[src/core/beau_pkg.sv]
// Shared constants and types for the byte EEPROM access unit
package beau_pkg;
	// Array geometry
	localparam int unsigned NV_DEPTH = 128;
	localparam int unsigned NV_ADDR_W = 7;
	localparam int unsigned NV_DATA_W = 8;
	// Special function register placement
	localparam logic [7:0] NV_ADDRESS_OFS = 8'h2C;
	localparam logic [7:0] NV_DATA_OFS = 8'h2D;
	localparam logic [7:0] NV_CONTROL_OFS = 8'h40;
	localparam logic [7:0] DIRECT_BANK = 8'h00;
	localparam logic [7:0] CONTROL_BANK = 8'h01;
	// Control register fields
	localparam int unsigned CTL_WRITE_PERMIT = 3;
	localparam int unsigned CTL_WRITE_GO = 2;
	localparam int unsigned CTL_READ_PERMIT = 1;
	localparam int unsigned CTL_READ_GO = 0;
	localparam logic [3:0] CTL_UNUSED_VAL = 4'h0;
	localparam logic ADDR_TOP_VAL = 1'b0;
	// Values after reset
	localparam logic [6:0] NV_ADDRESS_RST = 7'h00;
	localparam logic [7:0] NV_DATA_RST = 8'h00;
	localparam logic CTL_BIT_RST = 1'b0;
	localparam logic [7:0] RDATA_RST = 8'h00;
	// Timing
	localparam int unsigned CLK_PERIOD_NS = 10;
	localparam int unsigned READ_TIME_NS = 40;
	localparam int unsigned READ_CYCLES = (READ_TIME_NS + CLK_PERIOD_NS - 1) / CLK_PERIOD_NS;
	localparam int unsigned RD_CNT_W = $clog2(READ_CYCLES + 1);
	localparam int unsigned TICK_NS = 1000;
	localparam int unsigned TICK_CYCLES = TICK_NS / CLK_PERIOD_NS;
	localparam int unsigned WRITE_TIME_US = 2000;
	// Sequencer states
	typedef enum logic [1:0] {
		ST_IDLE = 2'b00,
		ST_READ = 2'b01,
		ST_WRITE = 2'b10
	} beau_state_e;
endpackage : beau_pkg

[src/core/beau_nv_array.sv]
// Byte-wide storage array with registered read port
`timescale 1ns/1ps
module beau_nv_array #(
	parameter int unsigned DEPTH = beau_pkg::NV_DEPTH,
	parameter int unsigned ADDR_W = beau_pkg::NV_ADDR_W,
	parameter int unsigned DATA_W = beau_pkg::NV_DATA_W
) (
	input wire logic clk_sys,
	input wire logic reset_n,
	input wire logic wr_en,
	input wire logic rd_en,
	input wire logic [ADDR_W-1:0] addr,
	input wire logic [DATA_W-1:0] wdata,
	output logic [DATA_W-1:0] rdata
);
	if (DEPTH > (1 << ADDR_W) || DEPTH < 1) begin : g_bad_depth
		$error("array depth does not fit the address width");
	end

	logic [DATA_W-1:0] mem [DEPTH];
	logic [DATA_W-1:0] next_mem [DEPTH];
	logic [DATA_W-1:0] next_rdata;

	always_comb begin
		next_mem = mem;
		next_rdata = rdata;
		if (wr_en) begin
			next_mem[addr] = wdata;
		end
		if (rd_en) begin
			next_rdata = mem[addr];
		end
	end

	// No reset on cells: contents survive any reset
	always_ff @(posedge clk_sys) begin
		mem <= next_mem;
	end

	always_ff @(posedge clk_sys or negedge reset_n) begin
		if (!reset_n) begin
			rdata <= '0;
		end else begin
			rdata <= next_rdata;
		end
	end
endmodule : beau_nv_array

[src/core/beau_write_timer.sv]
// Self-timed write interval built from a microsecond tick
`timescale 1ns/1ps
module beau_write_timer #(
	parameter int unsigned WRITE_TICKS = beau_pkg::WRITE_TIME_US,
	parameter int unsigned TICK_DIV = beau_pkg::TICK_CYCLES
) (
	input wire logic clk_sys,
	input wire logic reset_n,
	input wire logic start,
	output logic busy,
	output logic done
);
	if (WRITE_TICKS < 1 || TICK_DIV < 1) begin : g_bad_timer
		$error("write timer counts must be at least one");
	end

	localparam int unsigned PRE_W = $clog2(TICK_DIV + 1);
	localparam int unsigned CNT_W = $clog2(WRITE_TICKS + 1);
	localparam logic [PRE_W-1:0] PRE_LOAD = PRE_W'(TICK_DIV - 1);
	localparam logic [CNT_W-1:0] CNT_LOAD = CNT_W'(WRITE_TICKS);
	localparam logic [CNT_W-1:0] CNT_ONE = CNT_W'(1);

	logic [PRE_W-1:0] pre, next_pre;
	logic [CNT_W-1:0] remain, next_remain;
	logic next_busy, next_done;

	always_comb begin
		next_pre = pre;
		next_remain = remain;
		next_busy = busy;
		next_done = 1'b0;
		if (!busy) begin
			if (start) begin
				next_busy = 1'b1;
				next_pre = PRE_LOAD;
				next_remain = CNT_LOAD;
			end
		end else if (pre != '0) begin
			next_pre = pre - 1'b1;
		end else begin
			next_pre = PRE_LOAD;
			if (remain == CNT_ONE) begin
				next_busy = 1'b0;
				next_done = 1'b1;
			end else begin
				next_remain = remain - 1'b1;
			end
		end
	end

	always_ff @(posedge clk_sys or negedge reset_n) begin
		if (!reset_n) begin
			pre <= '0;
			remain <= '0;
			busy <= 1'b0;
			done <= 1'b0;
		end else begin
			pre <= next_pre;
			remain <= next_remain;
			busy <= next_busy;
			done <= next_done;
		end
	end
endmodule : beau_write_timer

[src/core/beau_access_unit.sv]
// Byte EEPROM access unit: register file, read/write sequencer and checks
// Operation
// - 128 nonvolatile bytes keep contents without power
// - One byte per access via address/data registers
// - Control: permits, go bits, upper nibble zero
// - Address and data registers directly reachable, bank zero
// - Control only at 40H, bank 01H, indirectly
// - Address register seven bits, top bit zero
// - Data register eight bits read/write, reset zero
// - Read starts only if permit already high
// - Read end clears go, byte loaded
// - Data register holds until next operation
// - Write starts only if permit already high
// - Timed write ends, write go self-clears
// - Write end sets sticky done request flag
`timescale 1ns/1ps
module beau_access_unit
	import beau_pkg::*;
#(
	parameter int unsigned WRITE_TIME_US = beau_pkg::WRITE_TIME_US
) (
	input wire logic clk_sys,
	input wire logic reset_n,
	input wire logic [7:0] sfr_addr,
	input wire logic [7:0] sfr_bank,
	input wire logic sfr_indirect,
	input wire logic sfr_write,
	input wire logic sfr_read,
	input wire logic [7:0] sfr_wdata,
	output logic [7:0] sfr_rdata,
	input wire logic nv_write_irq_enable,
	input wire logic global_irq_enable,
	input wire logic nv_write_irq_ack,
	output logic nv_write_done_flag,
	output logic nv_write_irq_req
);
	import beau_pkg::*;

	if (READ_CYCLES < 2) begin : g_bad_read
		$error("read cycle must span the array read latency");
	end

	localparam logic [RD_CNT_W-1:0] RD_LOAD = RD_CNT_W'(READ_CYCLES);
	localparam logic [RD_CNT_W-1:0] RD_ONE = RD_CNT_W'(1);

	beau_state_e state, next_state;
	logic [6:0] nv_address_reg, next_nv_address_reg;
	logic [7:0] nv_data_reg, next_nv_data_reg;
	logic write_permit, next_write_permit;
	logic write_go, next_write_go;
	logic read_permit, next_read_permit;
	logic read_go, next_read_go;
	logic [RD_CNT_W-1:0] rd_cnt, next_rd_cnt;
	logic [6:0] wr_addr, next_wr_addr;
	logic [7:0] wr_data, next_wr_data;
	logic next_done_flag;
	logic [7:0] next_sfr_rdata;

	logic addr_hit, data_hit, ctrl_hit;
	logic ctrl_wr, rd_start, wr_start, rd_done;
	logic wt_busy, wt_done;
	logic [6:0] arr_addr;
	logic [7:0] arr_rdata;
	logic [7:0] nv_control_reg;

	assign addr_hit = (sfr_bank == DIRECT_BANK) && (sfr_addr == NV_ADDRESS_OFS);
	assign data_hit = (sfr_bank == DIRECT_BANK) && (sfr_addr == NV_DATA_OFS);
	assign ctrl_hit = sfr_indirect && (sfr_bank == CONTROL_BANK) && (sfr_addr == NV_CONTROL_OFS);
	assign ctrl_wr = sfr_write && ctrl_hit;

	assign nv_control_reg = {CTL_UNUSED_VAL, write_permit, write_go, read_permit, read_go};

	assign rd_start = ctrl_wr && (state == ST_IDLE) && sfr_wdata[CTL_READ_GO] && read_permit;
	// write needs prior permit
	// Read wins if both go bits arrive together
	assign wr_start = ctrl_wr && (state == ST_IDLE) && sfr_wdata[CTL_WRITE_GO] && write_permit && !rd_start;
	assign rd_done = (state == ST_READ) && (rd_cnt == RD_ONE);

	// Write uses the address captured at start, so later edits are harmless
	assign arr_addr = (state == ST_WRITE) ? wr_addr : nv_address_reg;

	beau_nv_array #(
		.DEPTH(NV_DEPTH),
		.ADDR_W(NV_ADDR_W),
		.DATA_W(NV_DATA_W)
	) u_array (
		.clk_sys(clk_sys),
		.reset_n(reset_n),
		.wr_en(wt_done),
		.rd_en(rd_start),
		.addr(arr_addr),
		.wdata(wr_data),
		.rdata(arr_rdata)
	);

	beau_write_timer #(
		.WRITE_TICKS(WRITE_TIME_US),
		.TICK_DIV(TICK_CYCLES)
	) u_timer (
		.clk_sys(clk_sys),
		.reset_n(reset_n),
		.start(wr_start),
		.busy(wt_busy),
		.done(wt_done)
	);

	always_comb begin
		next_state = state;
		next_rd_cnt = rd_cnt;
		next_write_permit = write_permit;
		next_read_permit = read_permit;
		next_write_go = write_go;
		next_read_go = read_go;
		next_wr_addr = wr_addr;
		next_wr_data = wr_data;
		if (ctrl_wr) begin
			next_write_permit = sfr_wdata[CTL_WRITE_PERMIT];
			next_read_permit = sfr_wdata[CTL_READ_PERMIT];
		end
		case (state)
			ST_IDLE: begin
				if (rd_start) begin
					next_state = ST_READ;
					next_read_go = 1'b1;
					next_rd_cnt = RD_LOAD;
				end else if (wr_start) begin
					next_state = ST_WRITE;
					next_write_go = 1'b1;
					next_wr_addr = nv_address_reg;
					next_wr_data = nv_data_reg;
				end
			end
			ST_READ: begin
				next_rd_cnt = rd_cnt - 1'b1;
				if (rd_done) begin
					next_state = ST_IDLE;
					next_read_go = 1'b0;
				end
			end
			ST_WRITE: begin
				if (wt_done) begin
					next_state = ST_IDLE;
					next_write_go = 1'b0;
				end
			end
			default: begin
				next_state = ST_IDLE;
				next_read_go = 1'b0;
				next_write_go = 1'b0;
			end
		endcase
	end

	always_ff @(posedge clk_sys or negedge reset_n) begin
		if (!reset_n) begin
			state <= ST_IDLE;
			rd_cnt <= '0;
			write_permit <= CTL_BIT_RST;
			read_permit <= CTL_BIT_RST;
			write_go <= CTL_BIT_RST;
			read_go <= CTL_BIT_RST;
			wr_addr <= NV_ADDRESS_RST;
			wr_data <= NV_DATA_RST;
		end else begin
			state <= next_state;
			rd_cnt <= next_rd_cnt;
			write_permit <= next_write_permit;
			read_permit <= next_read_permit;
			write_go <= next_write_go;
			read_go <= next_read_go;
			wr_addr <= next_wr_addr;
			wr_data <= next_wr_data;
		end
	end

	always_comb begin
		next_nv_address_reg = nv_address_reg;
		next_nv_data_reg = nv_data_reg;
		next_done_flag = nv_write_done_flag;
		next_sfr_rdata = sfr_rdata;
		if (sfr_write && addr_hit) begin
			next_nv_address_reg = sfr_wdata[6:0];
		end
		if (sfr_write && data_hit) begin
			next_nv_data_reg = sfr_wdata;
		end
		if (rd_done) begin
			next_nv_data_reg = arr_rdata;
		end
		if (nv_write_irq_ack) begin
			next_done_flag = 1'b0;
		end
		if (wt_done) begin
			next_done_flag = 1'b1;
		end
		// Readback holds until the next read; unmapped reads give zero
		if (sfr_read) begin
			if (addr_hit) begin
				next_sfr_rdata = {ADDR_TOP_VAL, nv_address_reg};
			end else if (data_hit) begin
				next_sfr_rdata = nv_data_reg;
			end else if (ctrl_hit) begin
				next_sfr_rdata = nv_control_reg;
			end else begin
				next_sfr_rdata = RDATA_RST;
			end
		end
	end

	always_ff @(posedge clk_sys or negedge reset_n) begin
		if (!reset_n) begin
			nv_address_reg <= NV_ADDRESS_RST;
			nv_data_reg <= NV_DATA_RST;
			nv_write_done_flag <= 1'b0;
			sfr_rdata <= RDATA_RST;
		end else begin
			nv_address_reg <= next_nv_address_reg;
			nv_data_reg <= next_nv_data_reg;
			nv_write_done_flag <= next_done_flag;
			sfr_rdata <= next_sfr_rdata;
		end
	end

	assign nv_write_irq_req = nv_write_done_flag && nv_write_irq_enable && global_irq_enable;
endmodule : beau_access_unit

[config.mk]
export PLATFORM = sky130hd
export DESIGN_NAME = beau_access_unit
export DESIGN_NICKNAME = d
export VERILOG_FILES = /design/src/core/beau_pkg.sv /design/src/core/beau_nv_array.sv /design/src/core/beau_write_timer.sv /design/src/core/beau_access_unit.sv
export SDC_FILE = /design/constraint.sdc
export NUM_CORES = 1
export LEC_CHECK = 0
export ABC_AREA = 0
export BUFFER_PORTS_ARGS = -buffer_cell sky130_fd_sc_hd__buf_2
export CORE_MARGIN = 8
export CORE_UTILIZATION = 59
export CTS_BUF_LIST = sky130_fd_sc_hd__clkbuf_8
export DETAILED_ROUTE_END_ITERATION = 10
export PLACE_DENSITY = 0.74
export SLEW_MARGIN = 20
export SYNTH_ARGS = -nofsm -noshare
export SYNTH_HDL_FRONTEND = slang
export SYNTH_HIERARCHICAL = 1
export SYNTH_SLANG_ARGS = --single-unit
[constraint.sdc]
create_clock -name clk_sys -period 3.4 [get_ports clk_sys]
set_clock_uncertainty 0.2 [all_clocks]
set_input_delay 0.68 -clock clk_sys [delete_from_list [all_inputs] [get_ports clk_sys]]
set_output_delay 0.68 -clock clk_sys [all_outputs]
set_load 0.02 [all_outputs]
==> Yosys cells after proc, flatten, opt, wreduce, memory -nomap -nowiden <==
Cells that the tools add are included.
{ "word_totals": {"romBits": 0, "register_bits": 1100, "mem_bits_rw": 0, "n_memories": 0, "inputBits": 32, "wordCells": 243, "latchBits": 0} }
{ "classes": {"div_mod_pow": 0, "n_eq_ne": 16, "addsub": 3, "bitwise_logic": 4, "shifts": 0, "n_mul": 0, "mux": 42, "order_cmp": 2, "reduce_logical": 31} }
{ "op_table": {"columns": ["cell", "count"], "rows": [
  ["$bwmux 1024", 1],
  ["$bmux 8 s7", 1],
  ["$demux 8 s7", 1],
  ["$mux 8", 7],
  ["$mux 11", 4],
  ["$mux 7", 4],
  ["$logic_and 1x1->1", 17],
  ["$eq 8x6->1 const B", 2],
  ["$mux 1", 14],
  ["$reduce_and 3->1", 4],
  ["$eq 11x1->1 const B", 1],
  ["$sub 11x1->11 const B", 1],
  ["$ne 2x2->1 const B", 5],
  ["$eq 8x1->1 const B", 1],
  ["$eq 8x7->1 const B", 1],
  ["$ge 8x8->1 const B", 1],
  ["$logic_not 8->1", 1],
  ["$lt 8x1->1 const B", 1],
  ["$mux 2", 4],
  ["$not 7->8", 1],
  ["$reduce_bool 2->1", 4],
  ["$reduce_bool 7->1", 1],
  ["$sub 7x1->7 const B", 1],
  ["$pmux 1 s3", 2],
  ["other kinds (15)", 18]
]} }

==> Depth between registers and ports, before layout <==
{ "depth": {"ltp_word": 12, "mapped_depth": 15} }

==> By module <==
Netlist, hierarchy kept.
{ "modules_own_cells": {"columns": ["module", "area_per_inst_um2", "instances", "cells_per_inst"], "rows": [
  ["beau_nv_array", 40650.2, 1, 2277],
  ["beau_access_unit", 2411.1, 1, 203],
  ["beau_write_timer", 1141.1, 1, 118]
]} }

==> Worst setup path after synthesis <==
No wires, ideal clock.
{ "synth_path": {"kind": "register to register", "from": "register state[0] (netlist name)", "to": "register u_array/mem[472] in the netlist's numbering, enable pin", "t_arrival_ns": 2.842, "path_buffers": 5, "stages_incl_launch_ff": 11, "synth_period_minus_slack_ns": 3.412, "path_slack_ns": -0.012, "path_cell_list": "dfrtp_1 nor2b_1 clkbuf_1 mux2_2 buf_2 buf_6 nor3b_2 clkbuf_1 nand2_1 clkbuf_1 nor2_1"} }
{ "synth_lines": {"columns": ["item", "line_no", "source"], "rows": [
  ["end signal, assigned", "beau_nv_array.sv:37", "mem <= next_mem;"],
  ["end, declared", "beau_nv_array.sv:20", "logic [DATA_W-1:0] mem [DEPTH];"]
]} }

==> Worst setup path in the final report <==
{ "layout_path": {"from": "register state[0]", "to": "register u_array.rdata[3]"} }
{ "layout_between": {"elab_chain_len": 6} }
{ "layout_lines": {"columns": ["item", "line_no", "source"], "rows": [
  ["start, declared", "beau_access_unit.sv:46", "beau_state_e state, next_state;"],
  ["start signal, assigned", "beau_access_unit.sv:165", "state <= next_state;"],
  ["$eq 2x2->1", "beau_access_unit.sv:80", "assign arr_addr = (state == ST_WRITE) ? wr_addr : nv_address_reg;"],
  ["$mux 7", "beau_access_unit.sv:80", null],
  ["$not 7->8 (not written as such)", "beau_nv_array.sv:31", "next_rdata = mem[addr];"],
  ["$bmux 8 s7", "beau_nv_array.sv:31", null],
  ["$mux 8 (not written as such) (2 in a row)", "beau_nv_array.sv:31", null],
  ["end signal, assigned", "beau_nv_array.sv:44", "rdata <= next_rdata;"],
  ["end, declared", "beau_nv_array.sv:14", "output logic [DATA_W-1:0] rdata"]
]} }
Parallel ways exist; a longest one is shown, timed or not. The select of a mux whose other input is x is not followed.
A chain may end at the register's enable or synchronous reset.

==> impl_metrics.tcl <==
set metrics [dict create \
    outcome "complete, but fails checks" \
    violations "setup timing" \
    rsz0062_at_grt "yes" \
    reg_top3 "u_array/mem: 1024 flops, u_timer/remain: 11 flops" \
    largest_register "u_array/mem" \
    wl_um 136000 \
    crit_type "reg -> reg" \
    core_area_um2 74300 \
    pin_count 42 \
    grt_use_total_pct 32.2 \
    power_mw 25.3 \
    numCtsBuffers 171 \
    firstDrtPassIters 6 \
    arrival_ns 4.10 \
    grt_pass1_wl_um 195000 \
    reg2reg_slack_ns -0.18 \
    worstMarginPinSlew_ns 0.949 \
    routabilityCongestion 1.02 \
    gr-total-overflow 0 \
    placement.io_buffers 41 \
    switching_share_pct 21.0 \
    final_hold_viol_count 0 \
    crit_fanout 10 \
    wire_per_inst_um 31.8 \
    max_slew_margin_pct 36.7 \
    grt_pass1_vias 28800 \
    final_nets 3213 \
    drt-initial-drc-count 4490 \
    grt_max_degree 130 \
    comb_power_share_pct 0.3 \
    insertion_delay_ns 0.84 \
    cts-root-buf "clkbuf_8" \
    clk_pin_slew_ns 0.06 \
    initial_core_util_pct 59.5 \
    syn_to_final_growth_pct 21.4 \
    reg2reg_to "u_array/rdata[3]" \
    critPathMaxStageDelay_ns 0.41 \
    synth_edf_count 1024 \
    path_cells "nor2b_2 -> buf_6 -> buf_12 -> mux2_4 -> buf_4 -> nor2b_4 -> buf_12 -> buf_4 -> a221oi_2 -> nor2_1 -> o21bai_2 -> nand4_1 -> o32a_1" \
    seq_area_frac_synth_pct 73.9 \
    dieArea_um2 83900 \
    antenna_found_initial 1 \
    cts_tree "done" \
    syn_avg_cell_area_um2 17.0 \
    synth-async-reset-ratio_pct 6.91 \
    setup_slack_ns -0.175 \
    drc 0 \
    max_freq_ghz 0.280 \
    final_common_cell "edfxtp_1" \
    r2r-start "state[0]" \
    internal_power_mw 20.0 \
    largest_reg_flops 1024 \
    vias_per_cell 6.79 \
    cts_buffer_depth 3 \
    drtAntennaViolNets 0 \
    vdd_drop_max_v 0.000399 \
    hpwl_um 87200 \
    clkPwrFrac_pct 42.1 \
    ctsHtreeMaxLevel 4 \
    die_h_um 290 \
    hp-class "in -> async" \
    p_sw_mw 5.33 \
    period_share_pct 105 \
    path_buf_inv 5 \
    drive_gt1_share_pct 32.5 \
    hold_slack_ns 0.156 \
    final_cell_mix "edfxtp_1, buf_4, clkbuf_8" \
    rows 100 \
    power_density_nw_per_um2 472 \
    cp.required_ns 3.92 \
    fin_crit_ns 3.58 \
    vias 29100 \
    p_seq_share_pct 57.5 \
    synth_flop_cell "edfxtp_1" \
    cpLargestDelayFamily "compound AO/OA/AOI/OAI gates" \
    cts.sinks 1100 \
    netlist_instances 2598 \
    syn-num-nets 2635 \
    crit_path_start_kind "flip-flop" \
    yosysUniqueCellTypes 93 \
    cp_slowest_cell "dfrtp_1" \
    critPathCaptureType "flip-flop" \
    slew_viol_final 0 \
    die_w_um 290 \
    setup_viol 4 \
    cellLeakagePower_nw 16.0 \
    ys_warn_count 6 \
    synth_area_um2 44200 \
    max_cap_violations 0 \
    reg2reg_depth 13 \
    ys_ff_latch 1100 \
    fillers 4503 \
]
==> Yosys cell counts (12+ instances only) <==
cell type,instances,area [um2]
buf_6,18,203
nand3_1,17,85.1
nand2_1,100,375
mux2_1,45,507
mux2_2,64,721
clkbuf_1,69,259
nor2b_1,14,87.6
o21ai_1,12,60.1
mux4_2,68,1530
a221o_1,30,300
a22oi_1,64,480
a31oi_1,15,93.8
a221oi_1,121,1060
nor3_1,20,100
o21ai_0,68,340
o2bb2ai_1,28,245
mux2i_1,110,1100
buf_2,49,245
buf_4,26,195
a21oi_1,63,315
nand2b_1,22,138
dfrtp_1,76,1900
o221ai_1,16,140
o211ai_1,14,105
o22ai_1,21,131
nor2_1,180,676
inv_1,18,67.6
edfxtp_1,1024,30700
==> worst max-delay path by stage <==
stage | from | end | slack [ns] | cells past startpoint
final | state[0] | u_array/rdata[3] | -0.18 | 13
after CTS | state[0] | u_array/rdata[3] | -0.06 | 11
after detailed placement | state[0] | u_array/rdata[3] | -0.63 | 11
after global routing | state[0] | u_array/rdata[3] | -0.16 | 13
after floorplan | state[0] | u_array/mem[472] | -0.01 | 10
after global placement | state[0] | u_array/rdata[3] | -0.71 | 11
==> kinds of logic (layout without fill, tap and decap cells) <==
| family | count (synthesis) | in the layout | synth area share, % |
|---|---|---|---|
| flops | 1100 | 1100 | 73.9 |
| buf+inv | 195 | 912 | 2.40 |
| fa+ha+maj | 5 | 5 | 0.142 |
| simple gates | 437 | 437 | 4.91 |
| mux | 295 | 300 | 9.00 |
| compound gates | 566 | 566 | 9.68 |
| other cells | 0 | 1 | 0 |
==> power groups by stage <==
stage	Clock [mW]	Sequential (mW)	Combinational, mW
4_1_cts	10.8	14.6	0.0871
5_1_grt	11.3	14.6	0.0957
3_5_place_dp	0	14.9	0.0762
6_report	10.7	14.6	0.0871
2_1_floorplan	0	14.9	0.0222
3_3_place_gp	0	14.9	0.0731
==> cell type report <==
cell class	instances	area (um2)	area share, %
flip-flops and latches	1100	32700	60.9
multi-input cells	1308	11300	21.1
repair buffers	573	5040	9.40
clock buffers	186	2560	4.77
well taps	969	1210	2.26
clock inverters	131	733	1.37
inverters	22	92.6	0.173
diodes	1	2.50	0.00466
==> repair_timing <==
action | CTS | global route
hold endpoints to repair | 63 | 0
setup buffers | 17 | 15
setup endpoints to repair | 40 | 95
hold buffers | 11 | 0
resized for setup | 55 | 117
pin swaps | 11 | 40
gates cloned | 6 | 2
==> routing by layer <==
layer | vias up | track usage (%) | wire [um]
met3 | 471 | 10.0 | 18700
li1 | 11800 | - | -
met2 | 2330 | 48.4 | 61100
met5 | - | 0 | 0
met4 | 0 | 15.5 | 7550
met1 | 14500 | 43.0 | 49200
==> through the flow <==
| stage | cells | setup slack (ns) | utilization [%] | cell area [um2] | setup TNS (ns) |
|---|---|---|---|---|---|
| after floorplan | 2598 | -0.0121 | - | 44200 | -0.866 |
| after global placement | 3921 | -0.715 | 65.9 | 49000 | -2.49 |
| after detailed placement | 3921 | -0.633 | 65.9 | 49000 | -2.69 |
| after CTS | 4272 | -0.0581 | 71.2 | 52900 | -0.103 |
| after global routing | 4290 | -0.158 | 72.2 | 53600 | -0.475 |
| final | 4290 | -0.175 | 72.2 | 53600 | -0.367 |
(Power assumes the default switching activity.)
